$ cat config.mk
export PLATFORM = sky130hd
export DESIGN_NAME = pld_powerdown_reset_hold
export DESIGN_NICKNAME = d
export VERILOG_FILES = /design/src/hdl/pld_pkg.sv /design/src/hdl/keeper_if.sv /design/src/hdl/pld_powerdown_reset_hold.sv /design/src/hdl/pin_keeper.sv
export VERILOG_INCLUDE_DIRS = /design/src /design/src/hdl
export SDC_FILE = /design/constraint.sdc
export NUM_CORES = 1
export LEC_CHECK = 0
export ABC_AREA = 1
export BUFFER_PORTS_ARGS = -buffer_cell sky130_fd_sc_hd__buf_2
export CAP_MARGIN = 20
export CORE_MARGIN = 4
export CORE_UTILIZATION = 58
export CTS_BUF_LIST = sky130_fd_sc_hd__clkbuf_4 sky130_fd_sc_hd__clkbuf_8
export DETAILED_ROUTE_END_ITERATION = 10
export PLACE_DENSITY = 0.89
export SLEW_MARGIN = 10
export SYNTH_ARGS = -nofsm -noshare
export SYNTH_HDL_FRONTEND = slang
export SYNTH_HIERARCHICAL = 1
export SYNTH_SLANG_ARGS = --single-unit
$ cat constraint.sdc
create_clock -name clk_sys -period 2.1 [get_ports clk_sys]
set_input_delay 0.42 -clock clk_sys [delete_from_list [all_inputs] [get_ports clk_sys]]
set_output_delay 0.42 -clock clk_sys [all_outputs]
set_load 0.01 [all_outputs]
$ cat src/hdl/pld_consts.svh
// timing counts, widths and reset values of the power-down and reset hold block
`ifndef PLD_CONSTS_SVH
`define PLD_CONSTS_SVH

// ------------------------------------------------------------
// widths
// ------------------------------------------------------------
`define MC_COUNT            8
`define SIG_BYTES           8
`define SIG_IDX_W           3

// ------------------------------------------------------------
// clock and times, all in picoseconds
// ------------------------------------------------------------
`define CLK_PERIOD_PS       4000
`define POWERUP_CLEAR_PS    1000000
`define WAKE_CLK_ACCEPT_PS  15000
`define WAKE_OUT_VALID_PS   20000
`define INPUT_VALID_PS      5000

// longest times round down, never below one cycle
`define POWERUP_CLEAR_CYC   (((`POWERUP_CLEAR_PS / `CLK_PERIOD_PS) < 1) ? 1 : (`POWERUP_CLEAR_PS / `CLK_PERIOD_PS))
`define WAKE_CLK_ACCEPT_CYC (((`WAKE_CLK_ACCEPT_PS / `CLK_PERIOD_PS) < 1) ? 1 : (`WAKE_CLK_ACCEPT_PS / `CLK_PERIOD_PS))
`define CNT_W               8

// ------------------------------------------------------------
// reset values
// ------------------------------------------------------------
`define MC_RESET            8'h00
`define USER_SIG_DEFAULT    64'h0123_4567_89ab_cdef

`endif

$ cat src/hdl/pld_pkg.sv
// types shared by the power-down and reset hold block
package pld_pkg;
	// device sequencing states
	typedef enum logic [1:0] {
		ST_POWERUP,
		ST_RUN,
		ST_SLEEP,
		ST_WAKE
	} seq_state_e;

	// one lane of macrocell data
	typedef logic [7:0] mc_word_t;
endpackage

$ cat src/hdl/keeper_if.sv
// carrier between the sequencer and the pin keeper
`timescale 1ns/100ps
interface keeper_if;
	logic [7:0] pin_in;      // sampled pin level
	logic [7:0] ext_drive;   // board reports a strong driver per pin
	logic [7:0] own_oe;      // device output buffer enabled
	logic [7:0] own_out;     // device output buffer value
	logic [7:0] level;       // resolved pin level, held when nobody drives

	modport core   (output pin_in, output ext_drive, output own_oe, output own_out, input level);
	modport keeper (input pin_in, input ext_drive, input own_oe, input own_out, output level);
endinterface

$ cat src/hdl/pld_powerdown_reset_hold.sv
// power-up clear, pin-controlled sleep, preload, security and keepers of a small logic device
//
// Summary of operation
// - power-up clears every macrocell register low
// - registered outputs read high after clear
// - without option, sleep pin is logic input
// - sleep freezes registers, logic and outputs
// - high-impedance outputs stay so while asleep
// - asleep, sequencer ignores all inputs but sleep pin and sleep option
// - pin keepers stay active while asleep
// - outputs valid soon after wake
// - test mode forces each register high/low
// - security fuse blocks readback and preload
// - user signature readable at all times
// - undriven pins hold their last level
`timescale 1ns/100ps
`include "pld_consts.svh"
module pld_powerdown_reset_hold #(
	parameter logic [63:0] USER_SIGNATURE = `USER_SIG_DEFAULT // arbitrary value
) (
	// clock and power-on reset
	input  wire logic                  clk_sys,
	input  wire logic                  reset,
	// board pins
	input  wire logic                  dev_clk_pin,
	input  wire logic                  oe_n_pin,
	input  wire logic                  sleep_request_pin,
	input  wire logic [7:0]            logic_in,
	// bidirectional pins
	input  wire logic [7:0]            io_i,
	input  wire logic [7:0]            io_ext_drive,
	output logic [7:0]                 io_o,
	output logic [7:0]                 io_oe,
	// configuration
	input  wire logic                  sleep_option,
	input  wire logic                  fuse_state_in,
	input  wire logic                  fuse_program,
	// test access
	input  wire logic                  test_mode,
	input  wire logic                  preload_req,
	input  wire logic [7:0]            preload_mask,
	input  wire logic [7:0]            preload_value,
	input  wire logic                  readback_req,
	input  wire logic                  sig_req,
	input  wire logic [`SIG_IDX_W-1:0] sig_index,
	// status and answers
	output logic                       powerup_busy,
	output logic                       sleeping,
	output logic                       secured,
	output logic                       aux_input,
	output logic [7:0]                 readback_data,
	output logic                       readback_valid,
	output logic                       request_refused,
	output logic [7:0]                 sig_byte,
	output logic                       sig_valid
);
	// ------------------------------------------------------------
	// state
	// ------------------------------------------------------------
	pld_pkg::seq_state_e state_r, state_nxt;     // sequencer state
	logic [`CNT_W-1:0]   cnt_r, cnt_nxt;         // power-up and wake timer
	pld_pkg::mc_word_t   mc_r, mc_nxt;           // macrocell registers
	logic                clk_prev_r, clk_prev_nxt; // last device clock level
	logic                oe_n_r, oe_n_nxt;       // accepted output enable
	logic [7:0]          io_o_r, io_o_nxt;       // pin output values
	logic [7:0]          io_oe_r, io_oe_nxt;     // pin drive enables
	logic                fuse_r, fuse_nxt;       // security fuse
	logic                aux_r, aux_nxt;         // sleep pin as logic input
	logic [7:0]          rb_data_r, rb_data_nxt; // readback word
	logic                rb_valid_r, rb_valid_nxt;
	logic                refused_r, refused_nxt;
	logic [7:0]          sig_r, sig_nxt;         // signature byte
	logic                sig_valid_r, sig_valid_nxt;
	logic                clk_rise;               // device clock edge
	logic                sleep_req;              // sleep asked and enabled

	keeper_if kp ();

	// ------------------------------------------------------------
	// pin keeper
	// ------------------------------------------------------------
	pin_keeper u_keeper (
		.clk_sys (clk_sys),
		.reset   (reset),
		.kp      (kp.keeper)
	);

	assign kp.pin_in    = io_i;
	assign kp.ext_drive = io_ext_drive;
	assign kp.own_oe    = io_oe_r;
	assign kp.own_out   = io_o_r;

	// sleep exists only when the option is configured
	assign sleep_req = sleep_option & sleep_request_pin;
	assign clk_rise  = dev_clk_pin & ~clk_prev_r;

	// ------------------------------------------------------------
	// sequencer and macrocells
	// ------------------------------------------------------------
	always_comb begin
		state_nxt    = state_r;
		cnt_nxt      = cnt_r;
		mc_nxt       = mc_r;
		clk_prev_nxt = clk_prev_r;
		oe_n_nxt     = oe_n_r;
		io_o_nxt     = io_o_r;
		io_oe_nxt    = io_oe_r;
		aux_nxt      = aux_r;
		case (state_r)
			pld_pkg::ST_POWERUP: begin
				// clock edges are not taken while the clear interval runs
				clk_prev_nxt = dev_clk_pin;
				if (cnt_r == `CNT_W'(`POWERUP_CLEAR_CYC - 1)) begin
					state_nxt = pld_pkg::ST_RUN;
					cnt_nxt   = '0;
				end else begin
					cnt_nxt = cnt_r + `CNT_W'(1);
				end
			end
			pld_pkg::ST_SLEEP: begin
				// everything holds; only the sleep pin and the sleep option are looked at
				if (!sleep_req) begin
					state_nxt = pld_pkg::ST_WAKE;
					cnt_nxt   = '0;
				end
			end
			pld_pkg::ST_RUN, pld_pkg::ST_WAKE: begin
				clk_prev_nxt = dev_clk_pin;
				// without the option the pin feeds the array
				aux_nxt = sleep_option ? 1'b0 : sleep_request_pin;
				if (sleep_req) begin
					// freeze at once: a device clock edge in this cycle is not taken; prior state stays as is
					state_nxt = pld_pkg::ST_SLEEP;
				end else if (state_r == pld_pkg::ST_WAKE) begin
					// clock and enable ignored until the wake delay ends
					if (cnt_r == `CNT_W'(`WAKE_CLK_ACCEPT_CYC - 1)) begin
						state_nxt = pld_pkg::ST_RUN;
					end else begin
						cnt_nxt = cnt_r + `CNT_W'(1);
					end
				end else begin
					oe_n_nxt = oe_n_pin;
					if (test_mode && preload_req && !fuse_nxt) begin
						// per-bit force high or low, barred in the very cycle the fuse is blown
						mc_nxt = (mc_r & ~preload_mask) | (preload_value & preload_mask);
					end else if (clk_rise) begin
						mc_nxt = logic_in ^ {8{aux_nxt}};
					end
				end
			end
			default: begin
				state_nxt = pld_pkg::ST_POWERUP;
			end
		endcase
		// enabled outputs are inverted registers, released ones follow the keeper; refreshed only when awake
		if (state_r != pld_pkg::ST_SLEEP) begin
			io_oe_nxt = {8{~oe_n_nxt}};
			io_o_nxt  = oe_n_nxt ? kp.level : ~mc_nxt;
		end
	end

	// ------------------------------------------------------------
	// security and test answers
	// ------------------------------------------------------------
	always_comb begin
		// fuse acts on the same cycle it is programmed
		fuse_nxt      = fuse_r | fuse_state_in | fuse_program;
		rb_data_nxt   = rb_data_r;
		rb_valid_nxt  = 1'b0;
		refused_nxt   = 1'b0;
		sig_nxt       = sig_r;
		sig_valid_nxt = 1'b0;
		if (readback_req && test_mode) begin
			if (fuse_nxt) begin
				rb_data_nxt = 8'h00;
				refused_nxt = 1'b1; // verify inhibited once secured
			end else begin
				rb_data_nxt  = mc_r;
				rb_valid_nxt = 1'b1;
			end
		end else if (preload_req && test_mode && fuse_nxt) begin
			refused_nxt = 1'b1; // preload inhibited
		end
		if (sig_req) begin
			// signature ignores fuse and sleep
			sig_nxt       = USER_SIGNATURE[{sig_index, 3'b000} +: 8];
			sig_valid_nxt = 1'b1;
		end
	end

	// ------------------------------------------------------------
	// registers
	// ------------------------------------------------------------
	always_ff @(posedge clk_sys or posedge reset) begin
		if (reset) begin
			state_r     <= pld_pkg::ST_POWERUP;
			cnt_r       <= '0;
			mc_r        <= `MC_RESET;  // power-up clear low
			clk_prev_r  <= 1'b0;
			oe_n_r      <= 1'b1;
			io_o_r      <= ~`MC_RESET; // inverted clear reads high
			io_oe_r     <= 8'h00;
			fuse_r      <= 1'b0;
			aux_r       <= 1'b0;
			rb_data_r   <= 8'h00;
			rb_valid_r  <= 1'b0;
			refused_r   <= 1'b0;
			sig_r       <= 8'h00;
			sig_valid_r <= 1'b0;
		end else begin
			state_r     <= state_nxt;
			cnt_r       <= cnt_nxt;
			mc_r        <= mc_nxt;
			clk_prev_r  <= clk_prev_nxt;
			oe_n_r      <= oe_n_nxt;
			io_o_r      <= io_o_nxt;
			io_oe_r     <= io_oe_nxt;
			fuse_r      <= fuse_nxt;
			aux_r       <= aux_nxt;
			rb_data_r   <= rb_data_nxt;
			rb_valid_r  <= rb_valid_nxt;
			refused_r   <= refused_nxt;
			sig_r       <= sig_nxt;
			sig_valid_r <= sig_valid_nxt;
		end
	end

	// status flags from their own flops so every output is registered
	logic busy_r, sleeping_r;
	always_ff @(posedge clk_sys or posedge reset) begin
		if (reset) begin
			busy_r     <= 1'b1;
			sleeping_r <= 1'b0;
		end else begin
			busy_r     <= (state_nxt == pld_pkg::ST_POWERUP);
			sleeping_r <= (state_nxt == pld_pkg::ST_SLEEP);
		end
	end

	assign io_o            = io_o_r;
	assign io_oe           = io_oe_r;
	assign powerup_busy    = busy_r;
	assign sleeping        = sleeping_r;
	assign secured         = fuse_r;
	assign aux_input       = aux_r;
	assign readback_data   = rb_data_r;
	assign readback_valid  = rb_valid_r;
	assign request_refused = refused_r;
	assign sig_byte        = sig_r;
	assign sig_valid       = sig_valid_r;
endmodule

$ cat src/hdl/pin_keeper.sv
// weak hold of each pin's most recent level
`timescale 1ns/100ps
module pin_keeper (
	// clock and reset
	input  wire logic clk_sys,
	input  wire logic reset,
	// pin side
	keeper_if.keeper  kp
);
	logic [7:0] level_r;    // held level per pin
	logic [7:0] level_nxt;  // next held level

	// ------------------------------------------------------------
	// next level: own buffer wins, then board, else keep
	// ------------------------------------------------------------
	always_comb begin
		for (int i = 0; i < 8; i++) begin
			if (kp.own_oe[i]) begin
				level_nxt[i] = kp.own_out[i];
			end else if (kp.ext_drive[i]) begin
				level_nxt[i] = kp.pin_in[i];
			end else begin
				level_nxt[i] = level_r[i]; // undriven pin keeps last level
			end
		end
	end

	// keepers have no enable, so they stay active in sleep too
	always_ff @(posedge clk_sys or posedge reset) begin
		if (reset) begin
			level_r <= 8'h00;
		end else begin
			level_r <= level_nxt;
		end
	end

	assign kp.level = level_r;
endmodule

==> results.ini, run 1 <==
[yosys]
netlist_area_sq_mm = 0.003193
avgSynthCellArea_sq_um = 7.064
synth_edf_count = 0
synth_ff_type = dfrtp_1
ys_ff_latch = 56
synth_warnings = 6
syn_inst = 452
async_reset_ff_share_pct = 100.0
synth_fp_nets = 510
yosysUniqueCellTypes = 26
seq_area_frac_synth_pct = 44.28

[cells_and_area]
fin_nets = 596
fin_util_pct = 71.92
drive_gt1_share_pct = 24.49
syn2layout_area_growth_pct = 17.24
nFillCells = 406
final_cells = 609
multi_input_comb_area_sq_mm = 0.001335
final_cell_mix = nand2_1, buf_2, inv_1
n_antenna_cell = 0
ff_latch_area_sq_mm = 0.001414
final_common_cell = nand2_1

[clocking]
cts_buffers = 5
h-tree-depth = 2
cts.sinks = 56
root_buffer = clkbuf_8
cts_resized = 0
worstSkewPairLatency_ps = 310
hold_buffers = 0
clock_path_buffers = 2
cts.clk_slew.worst_paths_ps = 100
cts_tree = done
cts_setup_buffers = 0

[route]
drt_pre_antenna_iters = 4
drtIter0Drc = 139
vias = 2957
drtAntennaViolNets = 0
wl_mm = 6.878
vias_per_cell = 4.856
wl_met2_mm = 3.257
wl_met3_um = 566
m1WireLength_mm = 2.927
wl_per_cell_um = 11.29
drc = 0
top_layer = met4

[power]
combPwrFrac_pct = 39.8
p_leak_nw = 2.237
power_frac_seq_pct = 44.2
pwr-share-clk_pct = 15.9
p_int_mw = 2.312
vdd_drop_max_mv = 0.6316
total_power_mw = 3.914
power_density_mw_per_mm2 = 1045
power.switching_mw = 1.601
p_sw_share_pct = 40.91

[run_status]
status = finished clean

[global_route]
grt_usage_pct = 21.92
grt_pass1_vias = 2781
overflow = 0
grt_max_degree = 31
grt_pass1_wl_mm = 11.61
grt_antenna_before_repair = 0

[worst_setup_path]
worst-setup-path-type = flip-flop to flip-flop
reg2reg_to = io_o[2]
cp.arrival_ps = 1890
r2r-start = state_r[0]
critPathMaxFanout = 17
crit_required_ps = 2350
cp-end-kind = flip-flop
reg2reg_depth = 9
r2r_setup_slack_ps = 460
start_kind = flip-flop
crit_end = io_o[2]
crit_start = state_r[0]

[floorplanning]
rows = 26
die_w_um = 82.20
start_util_pct = 61.35
die_area_sq_mm = 0.006756
die_y_um = 82.20
pin_count = 94
design.core.area_sq_mm = 0.005205

[placed_design]
post-dp-hpwl_mm = 5.369
placement.io_buffers = 92
placed_cells = 601
pre_cts_ws_ps = 345.1
place_congestion = 0.8425

[sta]
setup_slack_ps = 457.0
fmax_mhz = 608.6
slew_headroom_pct = 64.91
skew_ps = 8.755
worstMarginPinSlew_ps = 524.8
setup_viol = 0
hold_viol_final = 0
min_period_over_period_pct = 78.24
fin_tns_setup_ps = 0
finalMaxSlewViolations = 0
rsz0062_at_grt = no
min_period_ps = 1643

[worst_hold_path]
hold_class = input pin to async pin

[flow_run]
cap_violations = 0

critical path, cell delays in order (launching register included):
cell and delay (ps):
dfrtp_1 470, inv_2 120, nor2_4 170, nand2_4 150, nand2_2 90, nand2_2 180
o21ai_0 240, inv_1 60, nand2_1 60, nand2_1 50
cells in the mapped netlist, types with 2 or more instances:
cell | instances | area (sq um)
nand2_1 | 140 | 525.5
inv_1 | 81 | 304.0
nor2_1 | 59 | 221.5
dfrtp_1 | 46 | 1151
nand3_1 | 42 | 210.2
o21ai_0 | 20 | 100.1
buf_4 | 12 | 90.09
dfstp_2 | 10 | 262.8
a22o_1 | 8 | 70.07
nand2_2 | 8 | 50.05
buf_6 | 3 | 33.78
ha_1 | 3 | 37.54
nand4_1 | 3 | 18.77
inv_2 | 2 | 7.510
nand3b_1 | 2 | 15.01
nor2_4 | 2 | 22.52
nor3_1 | 2 | 10.01
layer usage:
metal / vias to the layer above / global-route usage, %
met4: 0 / 7.475
met2: 116 / 38.78
li1: 1530 / -
met1: 1299 / 26.38
met5: - / 0
met3: 12 / 4.447
sequential cells by signal, indices dropped and copies added (netlist names), 2 cells and up:
signal,count
state_r,2
u_keeper/kp.level,8
io_o,8
sig_byte,4
mc_r,8
readback_data,8
cnt_r,8
logic make-up after synthesis:
group                    Yosys count  synth area share, %
other                              1               0.1174
flip-flops                        56                44.28
AO/OA/AOI/OAI                     29                5.604
adder cells (fa/ha/maj)            3                1.176
AND/OR/NAND/NOR                  263                34.91
buffers and inverters            100                13.91
per-stage QoR:
step                      cell area, sq um  hold WS, ps
final                                 3744        59.00
after detailed placement              3647        399.8
after floorplan                       3193        235.7
after global routing                  3744        75.08
after global placement                3647        392.8
after CTS                             3744        61.30
layout make-up:
| cell class | instances | area share [%] |
|---|---|---|
| inverter | 84 | 8.422 |
| multi-input combinational | 296 | 35.66 |
| timing repair buffer | 95 | 13.24 |
| clock buffer | 6 | 2.206 |
| tap | 70 | 2.340 |
| sequential | 56 | 37.77 |
| clock inverter | 2 | 0.3676 |
worst min-delay path by stage:
| stage | startpoint | to | slack, ps |
|---|---|---|---|
| after floorplan | reset | u_keeper/kp.level[0] | 240 |
| after global placement | reset | u_keeper/kp.level[4] | 390 |
| after detailed placement | reset | u_keeper/kp.level[4] | 400 |
| after CTS | reset | u_keeper/kp.level[0] | 60 |
| after global routing | reset | u_keeper/kp.level[2] | 80 |
| final | reset | u_keeper/kp.level[0] | 60 |
power by group through the flow:
stage               Combinational [mW]  Sequential [mW]  Clock, mW
global placement                  1.50             1.74          0
CTS                               1.57             1.73      0.639
global route                      1.81             1.77      0.689
finish                            1.56             1.73      0.624
detailed placement                1.57             1.74          0
floorplan                         1.15             1.75          0
Power figures use the tool's default switching activity.
==> inputs of run 2 (changes only) <==
--- a/config.mk
+++ b/config.mk
@@ -6,14 +6,14 @@
 export SDC_FILE = /design/constraint.sdc
 export NUM_CORES = 1
 export LEC_CHECK = 0
-export ABC_AREA = 1
+export ABC_AREA = 0
 export BUFFER_PORTS_ARGS = -buffer_cell sky130_fd_sc_hd__buf_2
 export CAP_MARGIN = 20
 export CORE_MARGIN = 4
-export CORE_UTILIZATION = 58
+export CORE_UTILIZATION = 48
 export CTS_BUF_LIST = sky130_fd_sc_hd__clkbuf_4 sky130_fd_sc_hd__clkbuf_8
 export DETAILED_ROUTE_END_ITERATION = 10
-export PLACE_DENSITY = 0.89
+export PLACE_DENSITY = 0.79
 export SLEW_MARGIN = 10
 export SYNTH_ARGS = -nofsm -noshare
 export SYNTH_HDL_FRONTEND = slang
==> constraint.sdc (replaced) <==
create_clock -name clk_sys -period 1.51 [get_ports clk_sys]
set_input_delay 0.302 -clock clk_sys [delete_from_list [all_inputs] [get_ports clk_sys]]
set_output_delay 0.302 -clock clk_sys [all_outputs]
set_load 0.01 [all_outputs]
==> run 2 against run 1 <==
The flow now finishes with violations (setup timing); via count shrank 5.7%; clock-buffer cell count grew 1; hold slack gained 91 ps; largest power group is now combinational logic; worst setup slack lost 650 ps; synthesized cell count shrank 35%; core utilization grew 1.7 points; combinational power grew 110%; cell area grew 19%; die area grew 14%; total power grew 75%; final cell count shrank 17%.
==> results.ini, run 2 <==
[route]
wl_per_cell_um = 16.57  ; +47%
drtIter0Drc = 134  ; -3.6%
drtAntennaViolNets = 0  ; unchanged
drc = 0  ; unchanged
drt_pre_antenna_iters = 5  ; +1
wl_mm = 8.417  ; +22%
vias = 2789  ; -5.7%
vias_per_cell = 5.490  ; +13%

[cells_and_area]
final_common_cell = buf_2
final_cell_area_sq_mm = 0.004459  ; +19%
nFillCells = 412  ; +1.5%
multi_input_comb_area_sq_mm = 0.001757  ; +32%
syn2layout_area_growth_pct = 45.83
n_antenna_cell = 0  ; unchanged
fin_util_pct = 73.58  ; +1.7 points
final_cell_mix = buf_2, buf_4, dfrtp_1
fin_nets = 490  ; -18%
ff_latch_area_sq_mm = 0.001415  ; about the same
drive_gt1_share_pct = 54.04  ; +30 points

[worst_setup_path]
crit_required_ps = 1730  ; -620 ps
crit_slowest_cell = dfrtp_1
cp.arrival_ps = 1930  ; +40 ps
worst-setup-path-type = flip-flop to flip-flop
critPathMaxFanout = 5  ; -12
critPathMaxStageDelay_ps = 440  ; -30 ps
r2r_setup_slack_ps = -200  ; -650 ps
cp_cell_sequence = nor2b_4 -> nand2_4 -> buf_12 -> a2111oi_4 -> a311oi_2 -> o31ai_1
cp-end-kind = flip-flop
start_kind = flip-flop

[global_route]
grt_max_degree = 49  ; +58%
grt_usage_pct = 21.33  ; -0.58 points
grt_pass1_vias = 2728  ; -1.9%
grt_pass1_wl_mm = 12.81  ; +10%
grt_antenna_before_repair = 0  ; unchanged
overflow = 0  ; unchanged

[clocking]
cts.clk_slew.worst_paths_ps = 100  ; about the same
worstSkewPairLatency_ps = 310  ; about the same
root_buffer = clkbuf_8
clock_path_buffers = 2  ; unchanged
cts.sinks = 56  ; unchanged
cts_buffers = 5  ; unchanged
cts_tree = done
h-tree-depth = 2  ; unchanged

[floorplanning]
die_w_um = 87.82  ; +6.8%
pin_count = 94  ; unchanged
design.core.area_sq_mm = 0.006061  ; +16%
die_area_sq_mm = 0.007711  ; +14%
die_y_um = 87.82  ; +6.8%
rows = 28  ; +7.7%
start_util_pct = 50.45  ; -11 points

[sta]
skew_ps = 9.546  ; +0.7914 ps
finalMaxSlewViolations = 0  ; unchanged
fin_tns_setup_ps = -2755  ; -2755 ps
hold_viol_final = 0  ; unchanged
setup_viol = 24  ; +24
hold-worst-slack_ps = 150.3  ; +91.33 ps
fmax_mhz = 586.0  ; -3.7%
min_period_over_period_pct = 113.0  ; +35 points
setup_slack_ps = -196.5  ; -653.5 ps
min_period_ps = 1706  ; +63.49 ps
rsz0062_at_grt = yes

[yosys]
yosysTopAreaCell = dfrtp_1
synth_ff_type = dfrtp_1
synthTopCellsByArea = dfrtp_1, dfstp_2, a2111oi_4, nand2_1, a311oi_1
async_reset_ff_share_pct = 100.0  ; unchanged
yosysUniqueCellTypes = 51  ; +96%
synth_most_common_cell = dfrtp_1
synth_warnings = 6  ; unchanged
synth_fp_nets = 351  ; -31%
synth_edf_count = 0  ; unchanged
yosys-top-cells-count = dfrtp_1, nand2_1, nor2_1
netlist_area_sq_mm = 0.003058  ; -4.2%
seq_area_frac_synth_pct = 46.24  ; +2.0 points
avgSynthCellArea_sq_um = 10.44  ; +48%
syn_inst = 293  ; -35%
netlist.area_leader.share_pct = 37.64  ; +1.6 points
ys_ff_latch = 56  ; unchanged

[run_status]
status = finished, violations left
violations = setup timing

[power]
total_power_mw = 6.863  ; +75%
p_leak_nw = 1.931  ; -14%
power_density_mw_per_mm2 = 1539  ; +47%
vdd_drop_max_mv = 1.136  ; +80%

[flow_run]
cap_violations = 0  ; unchanged

[placed_design]
post-dp-hpwl_mm = 5.981  ; +11%
place_congestion = 0.8649  ; +2.7%
placement.io_buffers = 92  ; unchanged
dpl_cell_area_sq_mm = 0.003884  ; +6.5%

[worst_hold_path]
hold_class = input pin to flip-flop

[run 2: cell types whose count changed in the layout (fill, tap and decap cells not counted), moves of 8 or more]
cell       before  now
a311oi_2        0    8
nor2_1         59   19
o21ai_1         0   13
buf_4           2   49
a2111oi_4       0    8
o21ai_0        20    9
xnor2_1         0    9
nand3_1        42    2
nand2_1       140   40
nor2b_1         0   11
mux2i_1         0    8
inv_1          80    3
[run 2: final timing paths]
check | from | endpoint | cells past startpoint
worst max register to register | state_r[1] | io_o[5] | 6
min in group asynchronous | reset | u_keeper/kp.level[5] | 3
max in group asynchronous | reset | io_o[7] | 4
worst max-delay path | state_r[1] | io_o[5] | 6
worst min register to register | sig_byte[0] | sig_byte[0] | 1
worst min-delay path | sig_index[0] | sig_byte[5] | 2
[run 2: logic make-up after synthesis]
group	share of synthesized area [%]
other	0.1226
xor gates and xnor gates	2.864
AOI/OAI and AO/OA	23.24
buffers and inverters	5.933
muxes	3.723
adders and majority gates	1.228
DFF	46.24
and+or+nand+nor	16.65
[run 2: final cells by class]
cell class | instances | area share, %
inverters | 8 | 0.7295
multi-input cells | 207 | 39.39
clock buffers | 7 | 2.160
repair buffers | 154 | 23.20
well taps | 75 | 2.104
flip-flops and latches | 56 | 31.73
clock inverters | 1 | 0.6734
[run 2: per-layer routing]
metal	global-route usage, %	share of wire [%]	up-vias
li1	-	-	1327
met2	39.04	54	97
met5	0	0	-
met1	25.58	39	1356
met3	4.421	6.0	9
met4	5.021	1.1	0
[run 2: timing repair]
item                                    4_1_cts  5_1_grt
endpoints found under the hold margin         8        0
pin swaps                                     9       20
gates cloned                                  0        1
setup buffers                                10        9
hold buffers                                  1        0
endpoints found under the setup margin       26       34
resized for setup                            24       35
[run 2: worst max-delay path, delay by kind of cell, from the launching register on]
| family | cells | cell delay [ps] |
|---|---|---|
| and+or+nand+nor | 2 | 280 |
| DFF | 1 | 440 |
| buffers and inverters | 1 | 150 |
| AOI/OAI and AO/OA | 3 | 760 |
[run 2: where the power goes]
group          switching (mW)  internal (mW)  leakage (nW)
clock                   0.481          0.586        0.0645
sequential              0.474           2.06         0.666
combinational            1.58           1.68          1.20
total                    2.53           4.33          1.93
[run 2: through the flow]
step | instances | worst slack, ps
6_report | 508 | -196.5
5_1_grt | 508 | -288.9
4_1_cts | 499 | -142.2
3_5_place_dp | 480 | -289.0
3_3_place_gp | 480 | -231.9
2_1_floorplan | 293 | -15.66
